## config.mk

```make
export PLATFORM = sky130hd
export DESIGN_NAME = ccie_exec
export DESIGN_NICKNAME = d
export VERILOG_FILES = /design/src/design/ccie_pkg.sv /design/src/design/ccie_regfile.sv /design/src/design/ccie_exec.sv
export VERILOG_INCLUDE_DIRS = /design/src /design/src/design
export SDC_FILE = /design/constraint.sdc
export NUM_CORES = 1
export LEC_CHECK = 0
export ABC_AREA = 1
export BUFFER_PORTS_ARGS = -buffer_cell sky130_fd_sc_hd__buf_2
export CAP_MARGIN = 20
export CORE_UTILIZATION = 25
export DETAILED_ROUTE_END_ITERATION = 10
export PLACE_DENSITY = 0.41
export SYNTH_ARGS = -nofsm -noshare
export SYNTH_HDL_FRONTEND = slang
export SYNTH_SLANG_ARGS = --single-unit
```

## constraint.sdc

```tcl
create_clock -name core_clk -period 7.7 [get_ports core_clk]
set_clock_uncertainty 0.1 [all_clocks]
set_input_delay 1.54 -clock core_clk [delete_from_list [all_inputs] [get_ports core_clk]]
set_output_delay 1.54 -clock core_clk [all_outputs]
set_load 0.01 [all_outputs]
```

## src/design/ccie_regs.svh

```systemverilog
`ifndef CCIE_REGS_SVH
`define CCIE_REGS_SVH

// Instruction word layout
`define CCIE_WORD_W 14
`define CCIE_ADDR_W 7
`define CCIE_DATA_W 8
`define CCIE_REG_DEPTH 128
`define CCIE_ADDR_LSB 0
`define CCIE_ADDR_MSB 6
`define CCIE_DEST_BIT 7

// Opcode patterns
`define CCIE_CLEAR_REG_PAT 7'h03
`define CCIE_CLEAR_ACC_PAT 7'h02
`define CCIE_CLEAR_PAT_MSB 13
`define CCIE_CLEAR_PAT_LSB 7
`define CCIE_WATCHDOG_CLR_WORD 14'h0064
`define CCIE_INVERT_PAT 6'h09
`define CCIE_INVERT_PAT_MSB 13
`define CCIE_INVERT_PAT_LSB 8

// Reset and result values
`define CCIE_ZERO_BYTE 8'h00
`define CCIE_ACC_RESET 8'h00
`define CCIE_DEST_ACC 1'h0
`define CCIE_DEST_REG 1'h1

`endif

```

## src/design/ccie_pkg.sv

```systemverilog
`default_nettype none
`include "ccie_regs.svh"

package ccie_pkg;

    typedef enum logic [2:0] {
        CCIE_OP_NONE = 3'b000,
        CCIE_OP_CLEAR_REG = 3'b001,
        CCIE_OP_CLEAR_ACC = 3'b010,
        CCIE_OP_WATCHDOG_CLEAR = 3'b011,
        CCIE_OP_INVERT_REG = 3'b100
    } ccie_op_t;

    typedef enum logic [1:0] {
        CCIE_PH_Q1 = 2'b00,
        CCIE_PH_Q2 = 2'b01,
        CCIE_PH_Q3 = 2'b10,
        CCIE_PH_Q4 = 2'b11
    } ccie_phase_t;

    typedef struct packed {
        ccie_op_t op;
        logic dest;
        logic [`CCIE_ADDR_W-1:0] addr;
    } ccie_instr_t;

    typedef struct packed {
        logic en;
        logic [`CCIE_ADDR_W-1:0] addr;
        logic [`CCIE_DATA_W-1:0] data;
    } ccie_wr_t;

endpackage

`default_nettype wire

```

## src/design/ccie_regfile.sv

```systemverilog
`default_nettype none
`include "ccie_regs.svh"

module ccie_regfile
#(
    parameter int DATA_W = `CCIE_DATA_W,
    parameter int ADDR_W = `CCIE_ADDR_W,
    parameter int DEPTH = `CCIE_REG_DEPTH
)
(
    input wire logic core_clk,
    input wire logic rdEn,
    input wire logic [ADDR_W-1:0] rdAddr,
    output logic [DATA_W-1:0] rdData,
    input wire logic wrEn,
    input wire logic [ADDR_W-1:0] wrAddr,
    input wire logic [DATA_W-1:0] wrData
);

    logic [DATA_W-1:0] mem [DEPTH];

    // Contents are not reset; read data is registered
    always_ff @(posedge core_clk)
    begin
        if (wrEn)
        begin
            mem[wrAddr] <= wrData;
        end
        if (rdEn)
        begin
            rdData <= mem[rdAddr];
        end
    end

endmodule

`default_nettype wire

```

## src/design/ccie_exec.sv

```systemverilog
`default_nettype none
`include "ccie_regs.svh"

module ccie_exec
    import ccie_pkg::*;
#(
    parameter int DATA_W = `CCIE_DATA_W,
    parameter int ADDR_W = `CCIE_ADDR_W
)
(
    input wire logic core_clk,
    input wire logic rst_n,
    input wire logic instrValid,
    input wire logic [`CCIE_WORD_W-1:0] instrWord,
    input wire logic timeoutEvent,
    input wire logic sleepEvent,
    output logic instrReady,
    output ccie_phase_t phase,
    output logic [DATA_W-1:0] accumulator,
    output logic zeroFlag,
    output logic timeoutFlagN,
    output logic powerdownFlagN,
    output logic watchdogClear,
    output logic prescalerClear,
    output ccie_wr_t regWrite
);

    // Opcode decode of one instruction word
    function automatic ccie_instr_t ccieDecode(input logic [`CCIE_WORD_W-1:0] word);
        ccie_instr_t d;
        d.op = CCIE_OP_NONE;
        d.dest = word[`CCIE_DEST_BIT];
        d.addr = word[`CCIE_ADDR_MSB:`CCIE_ADDR_LSB];
        if (word[`CCIE_CLEAR_PAT_MSB:`CCIE_CLEAR_PAT_LSB] == `CCIE_CLEAR_REG_PAT)
        begin
            d.op = CCIE_OP_CLEAR_REG;
        end
        else if (word[`CCIE_CLEAR_PAT_MSB:`CCIE_CLEAR_PAT_LSB] == `CCIE_CLEAR_ACC_PAT)
        begin
            d.op = CCIE_OP_CLEAR_ACC;
        end
        else if (word == `CCIE_WATCHDOG_CLR_WORD)
        begin
            d.op = CCIE_OP_WATCHDOG_CLEAR;
        end
        else if (word[`CCIE_INVERT_PAT_MSB:`CCIE_INVERT_PAT_LSB] == `CCIE_INVERT_PAT)
        begin
            d.op = CCIE_OP_INVERT_REG;
        end
        return d;
    endfunction

    ccie_instr_t current;
    ccie_phase_t next_phase;
    logic [DATA_W-1:0] rdData;

    wire ccie_instr_t decoded = ccieDecode(instrWord);
    wire logic inQ1 = (phase == CCIE_PH_Q1);
    wire logic inQ2 = (phase == CCIE_PH_Q2);
    wire logic inQ3 = (phase == CCIE_PH_Q3);
    wire logic inQ4 = (phase == CCIE_PH_Q4);

    wire logic isClearReg = (current.op == CCIE_OP_CLEAR_REG);
    wire logic isClearAcc = (current.op == CCIE_OP_CLEAR_ACC);
    wire logic isWatchdog = (current.op == CCIE_OP_WATCHDOG_CLEAR);
    wire logic isInvert = (current.op == CCIE_OP_INVERT_REG);

    // Register read in Q2 only for ops with a register operand
    wire logic readNeeded = isClearReg || isInvert;
    wire logic readStrobe = inQ2 && readNeeded;

    // Process step of Q3
    wire logic [DATA_W-1:0] result = isInvert ? ~rdData : `CCIE_ZERO_BYTE;
    wire logic resultZero = (result == `CCIE_ZERO_BYTE);

    // Destination selection
    wire logic toRegister = isClearReg || (isInvert && current.dest == `CCIE_DEST_REG);
    wire logic toAccumulator = isClearAcc || (isInvert && current.dest == `CCIE_DEST_ACC);
    wire logic zeroUpdate = isClearReg || isClearAcc || isInvert;

    // Q1..Q4 sequencing, one phase per clock
    always_comb
    begin
        case (phase)
            CCIE_PH_Q1: next_phase = CCIE_PH_Q2;
            CCIE_PH_Q2: next_phase = CCIE_PH_Q3;
            CCIE_PH_Q3: next_phase = CCIE_PH_Q4;
            CCIE_PH_Q4: next_phase = CCIE_PH_Q1;
            default: next_phase = CCIE_PH_Q1;
        endcase
    end

    always_ff @(posedge core_clk)
    begin
        if (!rst_n)
        begin
            phase <= CCIE_PH_Q1;
            instrReady <= 1'b1;
        end
        else
        begin
            phase <= next_phase;
            instrReady <= (next_phase == CCIE_PH_Q1);
        end
    end

    // Decode step of Q1
    always_ff @(posedge core_clk)
    begin
        if (!rst_n)
        begin
            current <= '0;
        end
        else if (inQ1)
        begin
            current <= instrValid ? decoded : '0;
        end
    end

    // Read only in Q2; a write lands at the edge ending Q4
    ccie_regfile #(
        .DATA_W(DATA_W),
        .ADDR_W(ADDR_W),
        .DEPTH(`CCIE_REG_DEPTH)
    ) u_regfile (
        .core_clk(core_clk),
        .rdEn(readStrobe),
        .rdAddr(current.addr),
        .rdData(rdData),
        .wrEn(regWrite.en),
        .wrAddr(regWrite.addr),
        .wrData(regWrite.data)
    );

    // Write request stands through Q4, lands at the Q4 edge
    always_ff @(posedge core_clk)
    begin
        if (!rst_n)
        begin
            regWrite <= '0;
        end
        else
        begin
            regWrite.en <= inQ3 && toRegister;
            regWrite.addr <= current.addr;
            regWrite.data <= result;
        end
    end

    // Watchdog clear pulses stand during Q4
    always_ff @(posedge core_clk)
    begin
        if (!rst_n)
        begin
            watchdogClear <= 1'b0;
            prescalerClear <= 1'b0;
        end
        else
        begin
            watchdogClear <= inQ3 && isWatchdog;
            prescalerClear <= inQ3 && isWatchdog;
        end
    end

    // Accumulator and zero flag written at the Q4 edge
    // Operand and op hold still through Q4, so the result is final
    always_ff @(posedge core_clk)
    begin
        if (!rst_n)
        begin
            accumulator <= `CCIE_ACC_RESET;
            zeroFlag <= 1'b0;
        end
        else if (inQ4)
        begin
            if (toAccumulator)
            begin
                accumulator <= regWrite.data;
            end
            if (zeroUpdate)
            begin
                zeroFlag <= resultZero;
            end
        end
    end

    // Active-low status flags; the instruction's set wins over an event clear
    // Events come from logic on this clock, so no synchroniser
    wire logic statusSet = inQ4 && isWatchdog;

    always_ff @(posedge core_clk)
    begin
        if (!rst_n)
        begin
            timeoutFlagN <= 1'b1;
            powerdownFlagN <= 1'b1;
        end
        else
        begin
            if (statusSet)
            begin
                timeoutFlagN <= 1'b1;
                powerdownFlagN <= 1'b1;
            end
            else
            begin
                if (timeoutEvent)
                begin
                    timeoutFlagN <= 1'b0;
                end
                if (sleepEvent)
                begin
                    powerdownFlagN <= 1'b0;
                end
            end
        end
    end

endmodule

`default_nettype wire

```

==> summary.md, run 1 <==
| Metric | Value |
|---|---|
| Htree depth | `3` |
| FF-to-FF path depth | `12` |
| GP Congestion | `0.780` |
| Most area-hungry cell type in the Yosys netlist | `edfxtp_1` |
| Hold Violations, Final | `0` |
| Chip Height | `421 um` |
| DRT iter0 DRCs | `2304` |
| DIE WIDTH | `421 um` |
| Final Max Slew Viols | `0` |
| CP endpoint kind | `flip-flop` |
| Crit Path Class | `reg2reg` |
| Global route total overflow | `0` |
| Largest net degree at the start of global routing | `189` |
| Mapped Nets | `3784` |
| Setup TNS | `0 ns` |
| Run status | `complete, no violations` |
| Worst reg-to-reg setup slack | `4.13 ns` |
| Critical Path Source Type | `flip-flop` |
| Synth top area cells | `edfxtp_1, nand3_1, nand2_1` |
| Placed cells | `5955` |
| P_leak | `17.3 nW` |
| RR Startpoint | `current[0]` |
| Max Cap Violations | `0` |
| Clk slew on worst S/H paths | `0.06 ns` |
| Global-route usage over all layers | `15.1%` |
| Vias per cell | `4.55` |
| Ys flop type | `edfxtp_1` |
| Wirelength per Cell | `21.8 um` |
| Starting Density | `25.2%` |
| Synth warn | `0` |
| Layout cell share with drive strength beyond 1 | `7.33%` |
| Worst EP arrival | `4.08 ns` |
| Area of the core | `174000 um2` |
| Longest Clk Path Bufs | `3` |
| Core Util, Final | `28.6%` |
| Crit Reg-Reg Endpoint | `u_regfile.rdData[6]` |
| Port bufs | `50` |
| RSZ-0062 raised after global routing | `false` |
| FF+latch count, synth | `1074` |
| Via count | `28100` |
| Rel. slew slack | `25.3%` |
| DPL Wire Length | `74.2 mm` |
| Clock latency on the worst-skew pair | `0.74 ns` |
| Post-synth EDFFs | `1032` |
| Async set or reset register ratio after synthesis | `0%` |
| WL final | `135 mm` |
| Sequential area share after synthesis | `72.6%` |
| # DRC | `0` |
| Worst Hold End | `powerdownFlagN` |
| TritonRoute pass-1 iters | `5` |
| Fin crit share | `46.4%` |
| Layout Nets | `3777` |
| Setup violations, final | `0` |
| Rows | `153` |
| CTS root buf | `clkbuf_16` |
| Post-DP Area | `46100 um2` |
| Max Freq | `280 MHz` |
| Vias in the first global route | `27200` |
| Mean Syn Cell Area | `11.7 um2` |
| CP Data Required Time | `8.21 ns` |
| Mapped cell area | `43800 um2` |
| Crit Path Max Fanout | `57` |
| Remaining antenna violation count after routing | `0` |
| Design Power | `13.9 mW` |
| # diodes | `0` |
| Post-CTS resize count | `0` |
| Clock period minus worst slack | `3.57 ns` |
| TritonCTS buffer count | `118` |
| Final cell count without fillers | `6173` |
| Gate Count Post-Synth | `3760` |
| CTS sink count | `1074` |
| Worst-margin pin slew | `1.12 ns` |
| First-pass GRT wire length | `196 mm` |
| Hold Buf Count CTS | `0` |
| HP Start | `powerdownFlagN` |
| Initial antenna violation count | `3` |
| Distinct cell type count after synthesis | `28` |
| Max VDD drop | `0.000181 V` |
| Pwr dens | `280 nW/um2` |
| Hold depth | `2` |
| Syn-to-layout area delta | `13.5%` |
| Die ar. | `177000 um2` |
| Final Instance Area | `49700 um2` |
| IO Pins | `51` |
| Post-CTS Setup Bufs | `0` |
| Hold/Removal Path Class | `reg2reg` |
| Top cell type's share of synthesized area | `70.7%` |
| CTS tree | `built` |
==> kinds of logic after synthesis <==
| family | count (synthesis) | share of synthesized area, % |
|---|---|---|
| and+or+nand+nor | 2359 | 23.0 |
| AOI/OAI and AO/OA | 29 | 0.414 |
| DFF | 1074 | 72.6 |
| buffers and inverters | 293 | 3.87 |
| adders and majority gates | 5 | 0.143 |
==> routing by layer <==
layer  track usage, %  part of all wire, %  vias to the layer above
li1                 -                    -                    13200
met1             21.5                   47                    14000
met2             23.7                   46                      686
met3             2.19                  4.9                      172
met4             4.75                  2.5                        0
met5                0                    0                        -
==> flip-flops by register name (all words and copies together) (netlist names) <==
register,count
prescalerClear,1
accumulator,8
timeoutFlagN,1
regWrite,16
phase,2
u_regfile.mem,1024
zeroFlag,1
u_regfile.rdData,8
powerdownFlagN,1
current,11
instrReady,1
==> power by group <==
| part | switching, mW | internal (mW) |
|---|---|---|
| Clock | 2.36 | 3.07 |
| Combinational | 1.58 | 0.529 |
| Sequential | 0.0703 | 6.33 |
==> worst max-delay path by stage <==
stage                 from             endpoint  cells past startpoint  slack, ns
2_1_floorplan  regWrite[0]          regWrite[0]                      0       4.16
3_3_place_gp    current[0]  u_regfile.rdData[6]                     12       4.09
3_5_place_dp    current[0]  u_regfile.rdData[2]                     12       4.12
4_1_cts        regWrite[6]          regWrite[6]                      1       4.12
5_1_grt         current[0]  u_regfile.rdData[6]                     12       3.84
6_report        current[0]  u_regfile.rdData[6]                     12       4.13
==> final cells by class <==
cell class	instances	area, um2
multi-input cells	2393	10300
flip-flops and latches	1074	31900
clock inverters	56	403
repair buffers	111	757
fillers	17900	124000
well taps	2325	2910
clock buffers	159	3250
inverters	55	233
==> cells in the mapped netlist (11+ instances only) <==
master    count
buf_1        19
buf_6        48
nand3_1     932
edfxtp_1   1032
nand2_1    1240
nor2_1      158
clkbuf_1     37
nor3_1       23
inv_1        51
buf_4        18
buf_2       114
o21ai_0      11
dfxtp_1      42
==> critical path: stages, from the launching register on <==
cell and delay, ns:
dfxtp_4 0.79, buf_4 0.58, buf_4 0.64, nand2_1 0.10
nand3_1 0.14, nand3_1 0.17, nand3_1 0.16, nand2_1 0.11
nand2_1 0.07, nand3_1 0.20, nand2_1 0.14, nand2_1 0.08
nand2_1 0.08
==> placed cells by master (no fill, tap or decap), types with 2 or more instances in the layout <==
cell,instances
nand2_1,1239
edfxtp_1,1032
nand3_1,932
nor2_1,158
clkbuf_16,121
buf_4,55
inv_1,50
buf_2,50
clkinv_1,33
dfxtp_1,30
clkbuf_1,30
nor3_1,23
clkinv_2,14
o21ai_0,11
dfxtp_4,11
clkbuf_8,8
a21oi_1,5
ha_1,5
o22ai_1,4
bufinv_16,4
nor4_1,3
o32ai_1,3
inv_6,3
buf_6,3
buf_12,3
inv_16,2
nand4_1,2
o21bai_1,2
a41oi_1,2
==> per-stage QoR <==
stage	hold slack (ns)	setup slack [ns]
floorplan	0.320	4.16
global placement	0.350	4.09
detailed placement	0.337	4.12
finish	0.369	4.13
CTS	0.366	4.12
global route	0.377	3.84
Note: power is estimated with default switching activity, not from simulation.
==> inputs of run 2 (changes only) <==
Clock period 7.7 ns to 3.3 ns, I/O delays scaled along.
==> run 2 against run 1 <==
Design area is 3.3% higher; critical endpoint is now u_regfile.rdData[5]; utilization is 0.95 points higher; first-iteration DRC count is 5.4% lower; highest routed layer unchanged; maximum frequency is 34% higher; clock-buffer cell count is 20 higher; largest cell class unchanged; register-to-register slack worse by 3.5 ns; combinational power is 150% higher; global-route usage is 0.18 points higher; cell count is 2.4% higher; setup slack worse by 3.5 ns; via count is 1.4% higher.
==> summary.md, run 2 (same netlist as run 1, synthesis figures left out) <==
| Metric | Value |
|---|---|
| Max Freq | `375 MHz (+34%)` |
| Setup TNS | `0 ns (unchanged)` |
| DIE WIDTH | `421 um (unchanged)` |
| Met3 routed WL | `5.63 mm (-15%)` |
| Core Util, Final | `29.5% (+0.95 points)` |
| Area of the core | `174000 um2 (unchanged)` |
| GP Congestion | `0.810 (+3.9%)` |
| Remaining antenna violation count after routing | `0 (unchanged)` |
| Max VDD drop | `0.000400 V (+120%)` |
| Switch share | `28.5% (-0.19 points)` |
| Largest net degree at the start of global routing | `124 (-34%)` |
| Final Instance Area | `51400 um2 (+3.3%)` |
| Initial antenna violation count | `0 (-3)` |
| Longest Clk Path Bufs | `3 (unchanged)` |
| CTS sink count | `1074 (unchanged)` |
| Max Cap Violations | `0 (unchanged)` |
| Highest metal used | `met4` |
| Hold/Removal Path Class | `in2reg` |
| Commonest non-fill, non-tap cell in the layout | `nand2_1` |
| Starting Density | `25.2% (unchanged)` |
| Placed cells | `6081 (+2.1%)` |
| DPL Wire Length | `77.3 mm (+4.2%)` |
| P_leak | `18.3 nW (+5.3%)` |
| Logic pwr share | `15.5% (+0.4 points)` |
| Worst EP arrival | `3.18 ns (-0.90 ns)` |
| Vias per cell | `4.51 (-0.90%)` |
| Final Max Slew Viols | `0 (unchanged)` |
| Wirelength per Cell | `21.5 um (-1.6%)` |
| Run status | `complete, no violations` |
| TritonCTS buffer count | `131 (+11%)` |
| Hold Violations, Final | `0 (unchanged)` |
| Biggest regs | `u_regfile.mem: 1024 flops, regWrite: 16 flops, current: 11 flops` |
| Cell-internal power | `24.0 mW (+140%)` |
| CP endpoint kind | `flip-flop` |
| Clk slew on worst S/H paths | `0.06 ns (about the same)` |
| Met2 WL | `63.5 mm (+2.6%)` |
| CP Data Required Time | `3.81 ns (-4.40 ns)` |
| Clock period minus worst slack | `2.67 ns (-0.904 ns)` |
| Sequential share of power | `44.3% (-1.6 points)` |
| Fill cell count | `17800 (-0.75%)` |
| Crit Path Max Fanout | `101 (+77%)` |
| Rows | `153 (unchanged)` |
| Clock power frac | `40.2% (+1.3 points)` |
| Layout Nets | `3915 (+3.7%)` |
| Worst path depth | `12 (unchanged)` |
| Final cell count without fillers | `6319 (+2.4%)` |
| Fin crit share | `80.8% (+34 points)` |
| Port bufs | `50 (unchanged)` |
| Max reg flops | `1024 (unchanged)` |
| Layout cell share with drive strength beyond 1 | `10.5% (+3.2 points)` |
| Slowest cell on crit path | `dfxtp_4` |
| Die ar. | `177000 um2 (unchanged)` |
| Hold slack | `0.0772 ns (-0.292 ns)` |
| CTS root buf | `clkbuf_16` |
| Crit path max-delay family | `simple AND/OR/NAND/NOR gates` |
| Pwr dens | `653 nW/um2 (+130%)` |
| Worst path most repeated cell | `nand2_1` |
| Wl on met1 | `64.0 mm (+1.7%)` |
| Post-DP Area | `47400 um2 (+2.9%)` |
| Crit Path Class | `reg2reg` |
| FF-to-FF path depth | `12 (unchanged)` |
| CP bufs+invs | `2 (unchanged)` |
| Clock latency on the worst-skew pair | `0.76 ns (+0.02 ns)` |
| Global-route usage over all layers | `15.3% (+0.18 points)` |
| Largest stage delay on the critical path | `0.43 ns (-0.36 ns)` |
| Most frequent cells in the layout | `nand2_1, edfxtp_1, nand3_1` |
| Syn-to-layout area delta | `17.2%` |
| Htree depth | `4 (+1)` |
| RSZ-0062 raised after global routing | `false` |
| Chip Height | `421 um (unchanged)` |
| Rel. slew slack | `37.5% (+12 points)` |
| CTS tree | `built` |
| IO Pins | `51 (unchanged)` |
| # DRC | `0 (unchanged)` |
| Vias in the first global route | `28000 (+2.8%)` |
| TritonRoute pass-1 iters | `5 (unchanged)` |
| P_sw | `9.58 mW (+140%)` |
| Via count | `28500 (+1.4%)` |
| Hold depth | `3 (+1)` |
| First-pass GRT wire length | `200 mm (+1.6%)` |
| Setup violations, final | `0 (unchanged)` |
| Worst-margin pin slew | `0.933 ns (-0.187 ns)` |
| Sequence of cells on the critical path | `inv_16, buf_12, nand2_1, nand3_1, nand3_1, nand3_1, nand2_1, nand2_1, nand3_1, nand2_1, nand2_1, nand2_1` |
| Global route total overflow | `0 (unchanged)` |
| Critical Path Source Type | `flip-flop` |
| WL final | `136 mm (+0.72%)` |
| DRT iter0 DRCs | `2179 (-5.4%)` |
| Reg with most FFs | `u_regfile.mem` |
[run 2: cell count changes in the layout (fill, tap and decap cells not counted), sizes merged]
| cell | previous run | this run |
|---|---|---|
| buf | 111 | 234 |
| clkbuf | 159 | 179 |
| dlygate4sd3 | 0 | 2 |
| diode | 0 | 1 |
| bufinv | 4 | 3 |
| inv | 58 | 59 |
| clkinv | 49 | 47 |
| clkinvlp | 0 | 2 |
[run 2: worst reg2reg max path, delay by kind of cell (launching register included)]
family        cells  cell delay, ns
simple gates     10            1.25
flops             1            0.43
buf+inv           2            0.73
[run 2: final timing paths]
check	start	endpoint	slack [ns]
worst max register to register	current[0]	u_regfile.rdData[5]	0.63
worst min-delay path	instrWord[3]	current[3]	0.08
worst max-delay path	current[0]	u_regfile.rdData[5]	0.63
worst min register to register	u_regfile.rdData[6]	regWrite[6]	0.36
[run 2: final cells by class]
cell class                      count  area (um2)  share of cell area [%]
Clock inverter                     56         419                   0.816
Antenna cell                        1        2.50                 0.00487
Sequential cell                  1074       31900                    62.0
Clock buffer                      179        3540                    6.90
Multi-Input combinational cell   2393       10300                    20.1
Tap cell                         2325        2910                    5.66
Inverter                           55         233                   0.453
Timing Repair Buffer              236        2100                    4.09
[run 2: stage by stage]
step / setup slack, ns / total power, mW
after global placement: 0.598 / 20.4
after global routing: 0.439 / 34.9
after detailed placement: 0.635 / 20.4
after floorplan: 0.641 / 18.5
after CTS: 0.592 / 34.0
final: 0.635 / 33.6
[run 2: repair_timing]
item | CTS | global route
setup endpoints to repair | 0 | 0
hold endpoints to repair | 2 | 0
hold buffers | 2 | 0
setup buffers | 0 | 0
gates resized for setup | 0 | 0
[run 2: layer usage]
layer  GRT usage (%)  vias up
li1                -    13500
met1            21.5    14200
met2            24.6      608
met3            2.25      175
met4            3.90        0
met5               0        -
[run 2: power groups by stage]
stage	sequential [mW]	clock [mW]	combinational, mW
floorplan	15.1	0	3.37
global placement	15.1	0	5.29
detailed placement	15.1	0	5.27
CTS	14.9	13.8	5.29
global route	14.9	14.3	5.74
finish	14.9	13.5	5.20
==> inputs of run 3 (changes only) <==
Settings changed: PLACE_DENSITY 0.41 to 0.43.
Clock period 3.3 ns to 2.45 ns, I/O delays scaled along.
==> run 3 against run 2 <==
Routed wire length increased by 0.65%; register-to-register slack worse by 0.54 ns; total power increased by 33%; combinational power grew 51%; cell count rose by 1.8%; sequential cell count is the same; clock-buffer cell count shrank 38.
==> summary.md, run 3 (same netlist as run 1, synthesis figures left out) <==
| Metric | Value |
|---|---|
| Max Freq | `425 MHz (+13%)` |
| Setup TNS | `0 ns (unchanged)` |
| GP Congestion | `0.826 (+1.9%)` |
| Beginning of the critical path | `current[1]` |
| Commonest non-fill, non-tap cell in the layout | `nand2_1` |
| Hold Violations, Final | `0 (unchanged)` |
| TritonCTS buffer count | `111 (-15%)` |
| Port bufs | `50 (unchanged)` |
| # DRC | `0 (unchanged)` |
| Longest Clk Path Bufs | `3 (unchanged)` |
| Clk slew on worst S/H paths | `0.06 ns (about the same)` |
| Htree depth | `3 (-1)` |
| Placed cells | `6198 (+1.9%)` |
| Chip Height | `421 um (unchanged)` |
| WL final | `137 mm (+0.65%)` |
| Worst Setup EP | `u_regfile.rdData[7]` |
| CTS root buf | `clkbuf_16` |
| Max reg flops | `1024 (unchanged)` |
| Worst reg-to-reg setup slack | `0.1 ns (-0.54 ns)` |
| Area of the core | `174000 um2 (unchanged)` |
| IO Pins | `51 (unchanged)` |
| RSZ-0062 raised after global routing | `true` |
| Setup violations, final | `0 (unchanged)` |
| Global route total overflow | `0 (unchanged)` |
| Wirelength per Cell | `21.2 um (-1.1%)` |
| Max VDD drop | `0.000543 V (+36%)` |
| Rel. slew slack | `47.4% (+9.8 points)` |
| Remaining antenna violation count after routing | `0 (unchanged)` |
| Final Max Slew Viols | `0 (unchanged)` |
| Vias in the first global route | `28000 (+0.18%)` |
| Clock period minus worst slack | `2.35 ns (-0.311 ns)` |
| Core Util, Final | `30.3% (+0.73 points)` |
| Layout cell share with drive strength beyond 1 | `13.6% (+3.1 points)` |
| Syn-to-layout area delta | `20.1%` |
| Fin crit share | `96.1% (+15 points)` |
| Met3 routed WL | `5.79 mm (+2.7%)` |
| Pwr dens | `850 nW/um2 (+30%)` |
| Run status | `complete, no violations` |
| Crit Path Class | `reg2reg` |
| # diodes | `0 (-1)` |
| P_leak | `19.0 nW (+3.8%)` |
| Global-route usage over all layers | `15.2% (-0.099 points)` |
| Reg with most FFs | `u_regfile.mem` |
| Max Cap Violations | `0 (unchanged)` |
| Worst EP arrival | `2.76 ns (-0.42 ns)` |
| CTS tree | `built` |
| Biggest regs | `u_regfile.mem: 1024 flops, regWrite: 16 flops, current: 11 flops` |
| DIE WIDTH | `421 um (unchanged)` |
| HP Start | `instrWord[0]` |
| Largest net degree at the start of global routing | `75 (-40%)` |
| CTS sink count | `1074 (unchanged)` |
| First-pass GRT wire length | `198 mm (-0.74%)` |
| FF-to-FF path depth | `12 (unchanged)` |
| Starting Density | `25.2% (unchanged)` |
| DPL Wire Length | `82.1 mm (+6.2%)` |
| CP Data Required Time | `2.86 ns (-0.95 ns)` |
| Clock latency on the worst-skew pair | `0.75 ns (about the same)` |
| CP endpoint kind | `flip-flop` |
| Highest metal used | `met4` |
| Via count | `28900 (+1.5%)` |
| Layout Nets | `4038 (+3.1%)` |
| Critical Path Source Type | `flip-flop` |
| Crit Path Max Fanout | `41 (-59%)` |
| RR Startpoint | `current[1]` |
| Vias per cell | `4.50 (-0.25%)` |
| Most frequent cells in the layout | `nand2_1, edfxtp_1, nand3_1` |
| Die ar. | `177000 um2 (unchanged)` |
| Wl on met1 | `61.9 mm (-3.2%)` |
| Worst-margin pin slew | `0.788 ns (-0.145 ns)` |
| TritonRoute pass-1 iters | `5 (unchanged)` |
| Initial antenna violation count | `2 (+2)` |
| DRT iter0 DRCs | `2266 (+4.0%)` |
| Crit Reg-Reg Endpoint | `u_regfile.rdData[7]` |
| Rows | `153 (unchanged)` |
| Final cell count without fillers | `6433 (+1.8%)` |
| Met2 WL | `66.0 mm (+3.8%)` |
| Hold/Removal Path Class | `in2reg` |
run 3: cell count changes in the layout (fill, tap and decap cells not counted), sizes merged:
cell and delta:
clkinv +3, clkbuf -34, inv -3, buf +124, diode -1, dlygate4sd3 +13, bufinv +8, clkinvlp +4
run 3: timing repair:
item,in CTS,in global routing
setup endpoints to repair,6,8
hold buffers,15,0
buffers inserted,0,6
gates cloned,1,6
pin swaps,0,1
resized for setup,5,41
hold endpoints to repair,15,0
run 3: layer usage:
metal / vias to the layer above / GRT usage (%)
li1: 13700 / -
met1: 14400 / 20.8
met2: 683 / 25.2
met3: 164 / 1.81
met4: 0 / 4.32
met5: - / 0
run 3: worst max-delay path: stages, from the launching register on:
cell and delay (ns):
dfxtp_4 0.49, buf_12 0.20, buf_16 0.23, buf_6 0.17, nand3_1 0.07, nand3_1 0.11
nand3_1 0.21, nand2_1 0.16, nand2_1 0.06, nand3_1 0.09, nand2_1 0.08, nand2_1 0.06
nand2_1 0.05
run 3: stage by stage:
step	hold slack, ns	cell area, um2	setup slack [ns]	total power [mW]
4_1_cts	0.0351	52300	0.0123	45.0
3_3_place_gp	0.348	48500	-0.0823	28.0
6_report	0.0861	52700	0.0955	44.7
2_1_floorplan	0.312	43800	0.493	24.9
5_1_grt	0.0350	52700	-0.00335	46.6
3_5_place_dp	0.346	48500	-0.0336	28.0
run 3: layout make-up:
| type | instances | area, um2 |
|---|---|---|
| fillers | 17700 | 121000 |
| flip-flops and latches | 1074 | 31900 |
| multi-input cells | 2393 | 10400 |
| repair buffers | 377 | 3630 |
| clock buffers | 141 | 2910 |
| well taps | 2325 | 2910 |
| clock inverters | 66 | 662 |
| inverters | 55 | 248 |
| repair inverters | 2 | 22.5 |
run 3: power breakdown:
group / leakage (nW) / switching, mW / internal (mW)
logic: 7.32 / 5.39 / 2.47
clock network: 1.73 / 7.29 / 9.56
registers: 9.91 / 0.120 / 19.9
run 3: worst min path at each step:
stage,depth (start not counted),endpoint,slack [ns]
after global routing,3,current[0],0.03
final,3,current[0],0.09
after detailed placement,1,regWrite[5],0.35
after floorplan,1,regWrite[6],0.31
after global placement,2,timeoutFlagN,0.35
after CTS,3,current[0],0.04
